[config.mk]
export PLATFORM = sky130hd
export DESIGN_NAME = gpio_port
export DESIGN_NICKNAME = d
export VERILOG_FILES = /design/src/rtl/gpio_pkg.sv /design/src/rtl/gpio_pin_cell.sv /design/src/rtl/gpio_port.sv
export SDC_FILE = /design/constraint.sdc
export NUM_CORES = 2
export LEC_CHECK = 0
export BUFFER_PORTS_ARGS = -buffer_cell sky130_fd_sc_hd__buf_2
export CAP_MARGIN = 10
export CORE_UTILIZATION = 35
export CTS_BUF_LIST = sky130_fd_sc_hd__clkbuf_8
export CTS_CLUSTER_SIZE = 40
export DETAILED_ROUTE_END_ITERATION = 10
export SYNTH_ARGS = -nofsm -noshare
export SYNTH_HDL_FRONTEND = slang
export SYNTH_SLANG_ARGS = --single-unit
[constraint.sdc]
create_clock -name aclk -period 4.69 [get_ports aclk]
set_input_delay 0.2345 -clock aclk [delete_from_list [all_inputs] [get_ports aclk]]
set_output_delay 0.2345 -clock aclk [all_outputs]
set_load 0.005 [all_outputs]
[src/rtl/gpio_pkg.sv]
// Purpose : Shared constants for the configurable GPIO port block
// Assumes : 8 pins per port, one 32-bit register word per offset
// Notes   : Each port owns a 0x40-byte window of registers
package gpio_pkg;

    // ------------------------------------------------------------
    // Geometry
    // ------------------------------------------------------------
    localparam int PINS_PER_PORT     = 8;
    localparam int PORT_WINDOW_SHIFT = 6;                // 0x40 bytes per port

    // ------------------------------------------------------------
    // Register offsets inside one port window
    // ------------------------------------------------------------
    localparam logic [5:0] OFF_OUT_DATA  = 6'h00;        // Output data
    localparam logic [5:0] OFF_PIN_STATE = 6'h04;        // Pin level, read only
    localparam logic [5:0] OFF_DRIVE     = 6'h08;        // 3 bits of drive mode per pin
    localparam logic [5:0] OFF_PAD_CFG   = 6'h0c;        // Disables, threshold, slew
    localparam logic [5:0] OFF_SIG_SEL   = 6'h10;        // Signal matrix, 2 bits per pin
    localparam logic [5:0] OFF_EDGE_CFG  = 6'h14;        // Interrupt edge, 2 bits per pin
    localparam logic [5:0] OFF_INT_STAT  = 6'h18;        // Sticky flags, write one to clear
    localparam logic [5:0] OFF_INT_MASK  = 6'h1c;        // Interrupt enables

    // ------------------------------------------------------------
    // Pad configuration field positions
    // ------------------------------------------------------------
    localparam int PAD_IN_DIS_POS  = 0;
    localparam int PAD_OUT_DIS_POS = 8;
    localparam int PAD_LVTTL_POS   = 16;
    localparam int PAD_SLEW_POS    = 24;

    // ------------------------------------------------------------
    // Encodings
    // ------------------------------------------------------------
    typedef enum logic [2:0]
    {
        DM_INPUT_ONLY   = 3'b000,
        DM_WEAKUP_STRDN = 3'b001,
        DM_STRUP_WEAKDN = 3'b010,
        DM_OD_LOW       = 3'b011,
        DM_OD_HIGH      = 3'b100,
        DM_STRONG       = 3'b101,
        DM_DISABLED     = 3'b110,
        DM_WEAK_BOTH    = 3'b111
    } drive_mode_e;

    typedef enum logic [1:0]
    {
        EDGE_NONE = 2'b00,
        EDGE_RISE = 2'b01,
        EDGE_FALL = 2'b10,
        EDGE_BOTH = 2'b11
    } edge_sel_e;

    localparam logic [1:0] SIG_GPIO    = 2'b00;          // Port data register drives pin
    localparam logic [1:0] RESP_OKAY   = 2'b00;
    localparam logic [1:0] RESP_SLVERR = 2'b10;

    // ------------------------------------------------------------
    // Reset values
    // ------------------------------------------------------------
    localparam logic [7:0]  RST_OUT_DATA = 8'h00;
    localparam logic [23:0] RST_DRIVE    = {8{DM_DISABLED}};
    localparam logic [31:0] RST_PAD_CFG  = 32'h0000_0000;
    localparam logic [15:0] RST_SIG_SEL  = 16'h0000;
    localparam logic [15:0] RST_EDGE_CFG = 16'h0000;
    localparam logic [7:0]  RST_INT      = 8'h00;

endpackage : gpio_pkg

[src/rtl/gpio_pin_cell.sv]
// Purpose : One pad: drive-mode decode, hold retention, input sampling
// Assumes : Pad input synchronous to aclk; drivers resolved outside
// Notes   : All outputs are flops so held values truly stay fixed
`timescale 1ns/1ps
module gpio_pin_cell
    import gpio_pkg::*;
(
    input  wire logic       aclk,
    input  wire logic       aresetn,
    input  wire logic       ce,
    input  wire logic       hold,
    input  wire logic [2:0] mode,
    input  wire logic       data,
    input  wire logic       out_dis,
    input  wire logic       in_dis,
    input  wire logic       lvttl,
    input  wire logic       slew,
    input  wire logic       pad_in,
    output logic            pad_out,
    output logic            pad_oe_n,
    output logic            pull_up,
    output logic            pull_down,
    output logic            in_en,
    output logic            thresh_lvttl,
    output logic            slew_slow,
    output logic            level
);

    // ------------------------------------------------------------
    // Drive decode
    // ------------------------------------------------------------
    // Strong high/low and weak pull terms per mode and data bit
    wire logic strong_hi = data && (mode == DM_STRUP_WEAKDN || mode == DM_OD_HIGH || mode == DM_STRONG);
    wire logic strong_lo = !data && (mode == DM_WEAKUP_STRDN || mode == DM_OD_LOW || mode == DM_STRONG);
    wire logic weak_hi   = data && (mode == DM_WEAKUP_STRDN || mode == DM_WEAK_BOTH);
    wire logic weak_lo   = !data && (mode == DM_STRUP_WEAKDN || mode == DM_WEAK_BOTH);
    wire logic drv       = (strong_hi || strong_lo) && !out_dis;
    wire logic next_in   = !in_dis && (mode != DM_DISABLED);

    // ------------------------------------------------------------
    // Output flops; reset forces disabled, hold freezes drive
    // ------------------------------------------------------------
    always_ff @(posedge aclk)
    begin
        if (!aresetn)
        begin
            pad_out      <= 1'b0;
            pad_oe_n     <= 1'b1;
            pull_up      <= 1'b0;
            pull_down    <= 1'b0;
            in_en        <= 1'b0;
            thresh_lvttl <= 1'b0;
            slew_slow    <= 1'b0;
            level        <= 1'b0;
        end
        else if (ce)
        begin
            if (!hold)
            begin
                pad_out      <= strong_hi;
                pad_oe_n     <= !drv;
                pull_up      <= weak_hi && !out_dis;
                pull_down    <= weak_lo && !out_dis;
                in_en        <= next_in;
                thresh_lvttl <= lvttl;
                slew_slow    <= slew;
            end
            level <= pad_in && next_in;                  // Disabled input reads zero
        end
    end

endmodule : gpio_pin_cell

[src/rtl/gpio_port.sv]
// Purpose : Multi-port GPIO block with AXI4-Lite registers and pin interrupts
// Assumes : All inputs synchronous to aclk; pads resolve pad_out/pad_oe_n/pulls
// Notes   : Each port owns a 0x40-byte register window of eight pins
//
// Chosen here: the AXI4-Lite interface to the registers and the placing of the registers.
`timescale 1ns/1ps
module gpio_port
    import gpio_pkg::*;
#(
    parameter int                NUM_PINS   = 21,
    parameter int                NUM_PORTS  = 3,
    parameter int                ADDR_W     = 8,
    parameter logic [NUM_PINS-1:0] FIXED_MASK = '0
)
(
    input  wire logic                aclk,
    input  wire logic                aresetn,
    input  wire logic                ce,
    input  wire logic                sleep_hold,
    input  wire logic [ADDR_W-1:0]   awaddr,
    input  wire logic                awvalid,
    output logic                     awready,
    input  wire logic [31:0]         wdata,
    input  wire logic [3:0]          wstrb,
    input  wire logic                wvalid,
    output logic                     wready,
    output logic [1:0]               bresp,
    output logic                     bvalid,
    input  wire logic                bready,
    input  wire logic [ADDR_W-1:0]   araddr,
    input  wire logic                arvalid,
    output logic                     arready,
    output logic [31:0]              rdata,
    output logic [1:0]               rresp,
    output logic                     rvalid,
    input  wire logic                rready,
    input  wire logic [NUM_PINS-1:0] periph_out_a,
    input  wire logic [NUM_PINS-1:0] periph_out_b,
    input  wire logic [NUM_PINS-1:0] periph_out_c,
    input  wire logic [NUM_PINS-1:0] fixed_out,
    input  wire logic [NUM_PINS-1:0] pad_in,
    output logic [NUM_PINS-1:0]      pad_out,
    output logic [NUM_PINS-1:0]      pad_oe_n,
    output logic [NUM_PINS-1:0]      pull_up,
    output logic [NUM_PINS-1:0]      pull_down,
    output logic [NUM_PINS-1:0]      in_en,
    output logic [NUM_PINS-1:0]      thresh_lvttl,
    output logic [NUM_PINS-1:0]      slew_slow,
    output logic [NUM_PINS-1:0]      pin_level,
    output logic [NUM_PORTS-1:0]     irq_port,
    output logic                     irq
);
    localparam int NS = NUM_PORTS * PINS_PER_PORT;       // Register slots; unused tail bits of config registers stay writable, pin state and interrupt status read zero there

    // ------------------------------------------------------------
    // Elaboration checks
    // ------------------------------------------------------------
    if (NUM_PINS > NS || NUM_PINS < 1)
        $error("gpio_port: NUM_PINS does not fit NUM_PORTS ports of 8 pins");
    if ((NUM_PORTS << PORT_WINDOW_SHIFT) > (1 << ADDR_W))
        $error("gpio_port: ADDR_W too narrow for the port windows");

    // ------------------------------------------------------------
    // Decode helpers, used by both read and write paths
    // ------------------------------------------------------------
    function automatic logic addr_hit(input logic [ADDR_W-1:0] a);
        logic [5:0] off;
        off = a[5:0];
        addr_hit = ((a >> PORT_WINDOW_SHIFT) < NUM_PORTS) && (off[1:0] == 2'b00) &&
                   (off <= OFF_INT_MASK);
    endfunction : addr_hit
    function automatic int addr_port(input logic [ADDR_W-1:0] a);
        addr_port = int'(a >> PORT_WINDOW_SHIFT);
    endfunction : addr_port

    // ------------------------------------------------------------
    // Register state, one window per port
    // ------------------------------------------------------------
    logic [NS-1:0]   out_data;
    logic [3*NS-1:0] drive;
    logic [NS-1:0]   in_dis;
    logic [NS-1:0]   out_dis;
    logic [NS-1:0]   lvttl;
    logic [NS-1:0]   slew;
    logic [2*NS-1:0] sig_sel;
    logic [2*NS-1:0] edge_cfg;
    logic [NS-1:0]   int_stat;
    logic [NS-1:0]   int_mask;
    logic [NS-1:0]   prev_level;
    logic [NUM_PORTS-1:0] held;
    logic [ADDR_W-1:0] wr_addr;
    logic [31:0]       wr_data;
    logic [3:0]        wr_strb;
    logic              aw_have;
    logic              w_have;
    wire logic [NS-1:0] level_slots = NS'(pin_level);

    // ------------------------------------------------------------
    // Register view of one port at one offset
    // ------------------------------------------------------------
    function automatic logic [31:0] reg_word(input int p, input logic [5:0] off);
        reg_word = 32'h0000_0000;
        case (off)
            OFF_OUT_DATA:  reg_word[7:0]  = out_data[p*8 +: 8];
            OFF_PIN_STATE: reg_word[7:0]  = level_slots[p*8 +: 8];
            OFF_DRIVE:     reg_word[23:0] = drive[p*24 +: 24];
            OFF_PAD_CFG:   reg_word       = {slew[p*8 +: 8], lvttl[p*8 +: 8], out_dis[p*8 +: 8],
                                             in_dis[p*8 +: 8]};
            OFF_SIG_SEL:   reg_word[15:0] = sig_sel[p*16 +: 16];
            OFF_EDGE_CFG:  reg_word[15:0] = edge_cfg[p*16 +: 16];
            OFF_INT_STAT:  reg_word[7:0]  = int_stat[p*8 +: 8];
            OFF_INT_MASK:  reg_word[7:0]  = int_mask[p*8 +: 8];
            default:       reg_word       = 32'h0000_0000;
        endcase
    endfunction : reg_word

    // ------------------------------------------------------------
    // Write path decode; byte strobes merge into the current word
    // ------------------------------------------------------------
    wire logic        wr_fire  = aw_have && w_have && !bvalid;
    wire logic        wr_hit   = addr_hit(wr_addr);
    wire integer      wr_port  = addr_port(wr_addr);
    wire logic [5:0]  wr_off   = wr_addr[5:0];
    wire logic [31:0] strb_msk = {{8{wr_strb[3]}}, {8{wr_strb[2]}}, {8{wr_strb[1]}}, {8{wr_strb[0]}}};
    logic      [31:0] wr_merge;                          // In a process: register changes must re-trigger it
    wire logic        do_write = wr_fire && wr_hit;
    wire logic        cfg_wr   = do_write && (wr_off != OFF_INT_STAT) && (wr_off != OFF_PIN_STATE);

    // ------------------------------------------------------------
    // Interrupt events: edge detect on sampled pin levels
    // ------------------------------------------------------------
    logic [NS-1:0] edge_hit;
    logic [NS-1:0] clr_mask;
    always_comb
    begin
        edge_hit = '0;
        clr_mask = '0;
        wr_merge = (reg_word(wr_port, wr_off) & ~strb_msk) | (wr_data & strb_msk);
        for (int i = 0; i < NS; i++)
        begin
            edge_hit[i] = (edge_cfg[2*i] && level_slots[i] && !prev_level[i]) ||
                          (edge_cfg[2*i+1] && !level_slots[i] && prev_level[i]);
        end
        if (do_write && wr_off == OFF_INT_STAT)
            clr_mask[wr_port*8 +: 8] = wr_data[7:0] & strb_msk[7:0];
    end
    // Per-port request from enabled pending flags
    logic [NUM_PORTS-1:0] next_irq_port;
    always_comb
    begin
        for (int p = 0; p < NUM_PORTS; p++)
            next_irq_port[p] = |(int_stat[p*8 +: 8] & int_mask[p*8 +: 8]);
    end
    // ------------------------------------------------------------
    // Register file writes
    // ------------------------------------------------------------
    always_ff @(posedge aclk)
    begin
        if (!aresetn)
        begin
            out_data <= {NUM_PORTS{RST_OUT_DATA}};
            drive    <= {NUM_PORTS{RST_DRIVE}};
            {slew, lvttl, out_dis, in_dis} <= '0;
            sig_sel  <= {NUM_PORTS{RST_SIG_SEL}};
            edge_cfg <= {NUM_PORTS{RST_EDGE_CFG}};
            int_mask <= {NUM_PORTS{RST_INT}};
        end
        else if (ce && do_write)
        begin
            case (wr_off)
                OFF_OUT_DATA: out_data[wr_port*8 +: 8]  <= wr_merge[7:0];
                OFF_DRIVE:    drive[wr_port*24 +: 24]   <= wr_merge[23:0];
                OFF_PAD_CFG:
                begin
                    in_dis[wr_port*8 +: 8]  <= wr_merge[PAD_IN_DIS_POS +: 8];
                    out_dis[wr_port*8 +: 8] <= wr_merge[PAD_OUT_DIS_POS +: 8];
                    lvttl[wr_port*8 +: 8]   <= wr_merge[PAD_LVTTL_POS +: 8];
                    slew[wr_port*8 +: 8]    <= wr_merge[PAD_SLEW_POS +: 8];
                end
                OFF_SIG_SEL:  sig_sel[wr_port*16 +: 16]  <= wr_merge[15:0];
                OFF_EDGE_CFG: edge_cfg[wr_port*16 +: 16] <= wr_merge[15:0];
                OFF_INT_MASK: int_mask[wr_port*8 +: 8]   <= wr_merge[7:0];
                default:      ;
            endcase
        end
    end
    // Sticky flags: a new edge wins over a clear in the same cycle
    always_ff @(posedge aclk)
    begin
        if (!aresetn)
        begin
            int_stat   <= {NUM_PORTS{RST_INT}};
            prev_level <= '0;
            irq_port   <= '0;
            irq        <= 1'b0;
        end
        else if (ce)
        begin
            int_stat   <= (int_stat & ~clr_mask) | edge_hit;
            prev_level <= level_slots;
            irq_port   <= next_irq_port;
            irq        <= |next_irq_port;
        end
    end
    // Hold per port: armed by sleep, released only by a config write or by reset
    always_ff @(posedge aclk)
    begin
        if (!aresetn)
            held <= '0;
        else if (ce)
        begin
            for (int p = 0; p < NUM_PORTS; p++)
            begin
                if (sleep_hold)
                    held[p] <= 1'b1;
                else if (cfg_wr && wr_port == p)
                    held[p] <= 1'b0;
            end
        end
    end
    // ------------------------------------------------------------
    // AXI4-Lite write channel: address and data taken in any order
    // ------------------------------------------------------------
    always_ff @(posedge aclk)
    begin
        if (!aresetn)
        begin
            awready <= 1'b0;
            wready  <= 1'b0;
            aw_have <= 1'b0;
            w_have  <= 1'b0;
            bvalid  <= 1'b0;
            bresp   <= RESP_OKAY;
            wr_addr <= '0;
            wr_data <= 32'h0000_0000;
            wr_strb <= 4'h0;
        end
        else if (ce)
        begin
            awready <= !aw_have && !awready && awvalid;   // One-cycle ready pulse per beat
            wready  <= !w_have && !wready && wvalid;
            if (awvalid && awready)
            begin
                aw_have <= 1'b1;
                wr_addr <= awaddr;
            end
            if (wvalid && wready)
            begin
                w_have  <= 1'b1;
                wr_data <= wdata;
                wr_strb <= wstrb;
            end
            if (wr_fire)
            begin
                bvalid  <= 1'b1;
                bresp   <= wr_hit ? RESP_OKAY : RESP_SLVERR;
                aw_have <= 1'b0;
                w_have  <= 1'b0;
            end
            else if (bvalid && bready)
                bvalid <= 1'b0;
        end
    end
    // ------------------------------------------------------------
    // AXI4-Lite read channel: answer one cycle after address taken
    // ------------------------------------------------------------
    always_ff @(posedge aclk)
    begin
        if (!aresetn)
        begin
            arready <= 1'b0;
            rvalid  <= 1'b0;
            rdata   <= 32'h0000_0000;
            rresp   <= RESP_OKAY;
        end
        else if (ce)
        begin
            arready <= !rvalid && !arready && arvalid;
            if (arvalid && arready)
            begin
                rvalid <= 1'b1;
                rdata  <= addr_hit(araddr) ? reg_word(addr_port(araddr), araddr[5:0]) : 32'h0000_0000;
                rresp  <= addr_hit(araddr) ? RESP_OKAY : RESP_SLVERR;
            end
            else if (rvalid && rready)
                rvalid <= 1'b0;
        end
    end

    // ------------------------------------------------------------
    // Pin cells: signal matrix selects each pin's data source, FIXED_MASK pins take fixed_out
    // ------------------------------------------------------------
    for (genvar i = 0; i < NUM_PINS; i++)
    begin : g_pin
        wire logic [1:0] sel = sig_sel[2*i +: 2];
        wire logic       src = FIXED_MASK[i] ? fixed_out[i] :
                               (sel == SIG_GPIO) ? out_data[i] :
                               (sel == 2'b01) ? periph_out_a[i] :
                               (sel == 2'b10) ? periph_out_b[i] : periph_out_c[i];
        gpio_pin_cell u_cell
        (
            .aclk         (aclk),
            .aresetn      (aresetn),
            .ce           (ce),
            .hold         (held[i / PINS_PER_PORT]),
            .mode         (drive[3*i +: 3]),
            .data         (src),
            .out_dis      (out_dis[i]),
            .in_dis       (in_dis[i]),
            .lvttl        (lvttl[i]),
            .slew         (slew[i]),
            .pad_in       (pad_in[i]),
            .pad_out      (pad_out[i]),
            .pad_oe_n     (pad_oe_n[i]),
            .pull_up      (pull_up[i]),
            .pull_down    (pull_down[i]),
            .in_en        (in_en[i]),
            .thresh_lvttl (thresh_lvttl[i]),
            .slew_slow    (slew_slow[i]),
            .level        (pin_level[i])
        );
    end
endmodule : gpio_port

## After elaboration in Yosys (flattened, before gate mapping)

Index checks and enable logic that the tools add are counted.

| cells by class | value |
|---|---|
| add/subtract/negate cells | 3 |
| $mul | 2 |
| divide/modulo/power cells | 0 |
| magnitude comparators | 4 |
| eq/ne operators | 207 |
| shift operators | 32 |
| muxes and demuxes | 98 |
| bitwise gates (word level) | 15 |
| reduce and logical (&&, ||, !) cells | 656 |

Operators with widths:

| operator | count |
|---|---|
| $shiftx 24x6->8 | 16 |
| $logic_and 1x1->1 | 298 |
| $shiftx 48x7->16 | 4 |
| $eq 3x3->1 const B | 63 |
| $logic_or 1x1->1 | 168 |
| $shiftx 8x33->24 | 5 |
| $bwmux 24 | 6 |
| $logic_not 1->1 | 133 |
| $pmux 8 s8 | 2 |
| $eq 3x2->1 const B | 42 |
| $bwmux 48 | 2 |
| $mux 1 | 77 |
| $bwmux 72 | 1 |
| $shift 24x33->72 const A | 1 |
| $shiftx 24x33->72 | 1 |
| $shiftx 72x32->24 | 1 |
| $shiftx 72x8->24 | 1 |
| $and 32x32->32 | 2 |
| $pmux 8 s4 | 2 |
| $eq 3x1->1 const B | 21 |
| $ne 3x3->1 const B | 21 |
| $and 24x24->24 | 2 |
| $eq 6x5->1 const B | 8 |
| $shift 16x33->48 const A | 1 |
| other kinds (32) | 139 |

| word-level totals | value |
|---|---|
| flip-flop bits (word level) | 619 |
| bits in latches | 0 |
| bits in writable memories | 0 |
| memory bits (read-only) | 0 |
| bits of input ports | 166 |
| output and inout port bits | 213 |
| logic and storage cells | 1214 |
| memories | 0 |

## Logic depth before layout (Yosys ltp)

| logic depth | value |
|---|---|
| word-level depth | 9 |
| depth in mapped cells | 14 |
| gate-level depth less buffers | 9 |

## By module

A second synthesis with hierarchy kept.

| second synthesis, totals | value |
|---|---|
| cells, all modules | 3842 |
| area, all modules | 31759.2 µm² |

By module, submodules not included:

| module | times used | cells an instance | area each (µm²) | sequential area each (µm²) |
|---|---|---|---|---|
| gpio_port | 1 | 2939 | 23456.2 | 8988.6 |
| gpio_pin_cell | 21 | 43 | 395.4 | 160.2 |

## Worst setup path after synthesis

OpenSTA, ideal clock, no wires.

| timing | value |
|---|---|
| path kind | register -> register |
| from | register wr_addr[6] |
| to | register drive[18] |
| library setup time | 0.086 ns |
| arrival | 3.171 ns |
| data required time | 4.604 ns |
| setup slack | 1.434 ns |
| stages on the path, launching flop included | 13 |
| path buffers | 4 |
| period minus slack after synthesis | 3.256 ns |
| path through | dfxtp_1 > buf_2 > buf_2 > clkinv_1 > clkbuf_1 > ha_1 > clkbuf_1 > inv_1 > nor2_1 > nand2_1 > nor2_1 > a221oi_1 > a211oi_1 |

| on the way | value |
|---|---|
| cells in the longest elaborated chain, start to end | 7 |
| elaborated cells on any way between the ends | 26 |
| classes of those cells | add/sub (1); mul (1); order compare (1); shift (12); mux (4); bitwise (2); reduce/logical (5) |

RTL lines:

| element | RTL line | text |
|---|---|---|
| start, declared | gpio_port.sv:91 | `logic [ADDR_W-1:0] wr_addr;` |
| start signal, assigned | gpio_port.sv:245 | `wr_addr <= awaddr;` |
| $mul 2x2->4 | gpio_port.sv:106, gpio_port.sv:172 |  |
| $shiftx 72x32->24 | gpio_port.sv:106 | `OFF_DRIVE: reg_word[23:0] = drive[p*24 +: 24];` |
| $pmux 8 s8 (tied with other cells) | gpio_port.sv:103 | `case (off)` |
| $and 32x32->32 | gpio_port.sv:138 | `wr_merge = (reg_word(wr_port, wr_off) & ~strb_msk) \| (wr_data & strb_msk);` |
| $or 32x32->32 | gpio_port.sv:138 |  |
| $shiftx 24x33->72 | gpio_port.sv:172 | `OFF_DRIVE: drive[wr_port*24 +: 24] <= wr_merge[23:0];` |
| $bwmux 72 | gpio_port.sv:172 |  |
| end signal, assigned | gpio_port.sv:162 | `drive <= {NUM_PORTS{RST_DRIVE}};` |
| end signal, assigned by index | gpio_port.sv:172 |  |
| end, declared | gpio_port.sv:80 | `logic [3*NS-1:0] drive;` |

Parallel ways exist; a longest one is shown, timed or not.
A chain may end at the register's enable or synchronous reset.

## Final worst setup path

| timing | value |
|---|---|
| from | register wr_addr[3] |
| to | register drive[66] |

| on the way | value |
|---|---|
| cells in the longest elaborated chain, start to end | 6 |
| elaborated cells on any way between the ends | 20 |
| classes of those cells | order compare (1); eq/ne (7); shift (1); mux (4); bitwise (2); reduce/logical (5) |

RTL lines:

| element | RTL line |
|---|---|
| $eq 6x5->1 (tied with other cells) | gpio_port.sv:103 |
| $pmux 8 s8 (tied with other cells) | gpio_port.sv:103 |
| $and 32x32->32 | gpio_port.sv:138 |
| $or 32x32->32 | gpio_port.sv:138 |
| $shiftx 24x33->72 | gpio_port.sv:172 |
| $bwmux 72 | gpio_port.sv:172 |

Parallel ways exist; a longest one is shown, timed or not.

==> results.toml <==
[timing]
drv_slew = 0
hold_slack_ns = 0.0432
period_needed_ns = 3.78
finalSetupViolCount = 0
relSlewSlack = 0.153
tightest_slew_ns = 1.25
hold_violations = 0
min_period_over_period = 0.807
rsz0062_at_grt = "false"
setup_tns_ns = 0
skew_ns = 0.0702
fmax_ghz = 0.264

[final_layout]
area_delta_synth_final_pct = 16.3
nets = 4502
drive_gt1_frac = 0.183
fin_cells = 5598

[clock_network]
cts_hold_buf = 92
cts_setup_buffers = 0
cts.sinks = 617
ctsHtreeMaxLevel = 3
ctsResizeCount = 0
clockBufferDepth = 3
cts_tree = "done"
cts_made_buffers = 111
worstSkewPairLatency_ns = 0.83
path_clk_slew_ns = 0.07
cts-root-buf = "clkbuf_8"

[synth]
yosys-top-cells-count = "nand2_1 (702), dfxtp_1 (617), a21oi_1 (431)"
yosysTopAreaCell = "dfxtp_1"
synthFlopType = "dfxtp_1"
synth.top_cell.area_share = 0.382
ys_types = 88
yosysSeqAreaShare = 0.382
synth_area_um2 = 32400
ys_top_cells_by_area = "dfxtp_1 (38%), nand2_1 (8.1%), a21oi_1 (6.7%), mux2i_1 (5.3%), nor2_1 (4.5%)"
synthArstFlopShare = 0
synth.avg_cell_area_um2 = 7.87
ys_warn_count = 0
synth_cells = 4113
synth.most_common_cell = "nand2_1"
synth-edff-count = 0
ys_seq_elements = 617

[drt]
drt-initial-drc-count = 4707
dr_total_vias = 33600
wl_per_cell_um = 28.8
drcViolationCount = 0
ant_nets = 0
via_per_inst = 6.01
routed_wirelength_mm = 161
drt-pass1-iter-count = 9

[global_routing]
gr-total-overflow = 0
grt_pass1_wl_mm = 226
grt_pass1_vias = 31100
antenna_found_initial = 7
grt_start_max_net_pins = 125
grt.total_usage = 0.332

[worst_setup_path]
worstPathArrival_ns = 4.53
path_buf_inv = 3
worstSetupEndpointType = "flip-flop"
crit_type = "flip-flop to flip-flop"
slowest_stage = "nor4b_4"
cp_top_family = "simple AND/OR/NAND/NOR gates"
slowest_delay_ns = 1.03
critPathMaxFanout = 9
cp-start-kind = "flip-flop"
required_ns = 5.43
crit_top_cell = "buf_4"
path_cells = "buf_4 > nor4b_4 > and2_1 > buf_4 > a22o_1 > o21ai_0 > a32oi_2 > buf_4 > nor2b_1 > o21ai_0 > a21oi_1"

[placement]
io_buffers = 355
dpl.cell_count = 5310
finalWeightedCongestion = 1.03
hpwl_mm = 119

[min_path]
worstHoldPathType = "input port to flip-flop"

[floorplanning]
initial_core_util = 0.353
core.rowCount = 111
core-area_um2 = 91700
die_w_um = 306
num_io_pins = 379
die_h_um = 306
die-area_um2 = 93700

[power_and_ir_drop]
leakagePower_uw = 0.0137
pwr_density_cell_nw_per_um2 = 304
vdd.ir_drop.worst_mv = 0.223

[status]
status = "complete, no violations"

[run]
maxCapViolations = 0
stage by stage:
stage	instance area, µm²	util	setup WS (ns)	total power, µW
finish	37600	0.411	0.907	11400
global route	37600	0.411	0.959	11700
CTS	37600	0.411	1.16	11500
detailed placement	34400	0.375	1.22	5950
global placement	34400	0.375	1.27	5950
floorplan	32400	-	1.43	5690
layer usage:
layer,global-route usage,vias up,part of all wire
met3,0.0737,482,0.10
met4,0.190,4,0.062
met1,0.417,16200,0.39
li1,-,14900,-
met2,0.523,2042,0.45
met5,0,-,0.00014
state kept, by name (all words and copies together), names as in the netlist, 24 cells and up:
name and cells:
int_stat 24, int_mask 24, wr_data 32, edge_cfg 48
lvttl 24, sig_sel 48, in_dis 24, slew 24
out_dis 24, drive 72, rdata 32, out_data 24
worst min-delay path: stages:
cell and delay (ns):
buf_2 0.08, mux4_2 0.27, nor4_1 0.06, a21oi_1 0.10, nor2_1 0.04
power by group:
group	switching, µW	internal, µW	leakage [µW]	total (µW)
Sequential	19.8	5250	0.00497	5270
Combinational	437	197	0.00735	635
Clock	2490	3030	0.00133	5520
Total	2950	8480	0.0137	11400
logic make-up (layout without fill, tap and decap cells):
kind of cell    count (synthesis)  after routing  share of synthesized area
flops                         617            617                      0.382
other cells                     1              5                   0.000116
buf+inv                       557            852                     0.0894
fa+ha+maj                       7              7                    0.00271
simple gates                 1534           1534                      0.210
compound gates               1124           1124                      0.220
xor+xnor                       44             44                     0.0119
mux                           229            229                     0.0838
placed cells by master (no fill, tap or decap), types with 63 or more instances in the layout:
| cell | n |
|---|---|
| nand2_1 | 702 |
| dfxtp_1 | 615 |
| a21oi_1 | 431 |
| nor2_1 | 385 |
| buf_2 | 352 |
| a22oi_1 | 185 |
| mux2i_1 | 173 |
| buf_4 | 171 |
| nand3_1 | 162 |
| o21ai_0 | 150 |
| clkbuf_8 | 137 |
| dlygate4sd3_1 | 92 |
| inv_1 | 63 |
final timing paths:
kind / from / endpoint / slack [ns] / cells past startpoint
max: wr_addr[3] / drive[66] / 0.91 / 11
min: periph_out_a[16] / g_pin[16].u_cell.pull_down / 0.04 / 5
max reg2reg: wr_addr[3] / drive[66] / 0.91 / 11
min reg2reg: rdata[0] / rdata[0] / 0.45 / 2
area by class of cell:
class	count	area [µm²]
Fill cell	9474	54000
Multi-Input combinational cell	2940	17200
Sequential cell	617	12400
Timing Repair Buffer	622	4110
Clock buffer	137	1890
Tap cell	1186	1480
Clock inverter	56	478
Inverter	37	146
Antenna cell	3	7.51
Power figures use the tool's default switching activity.
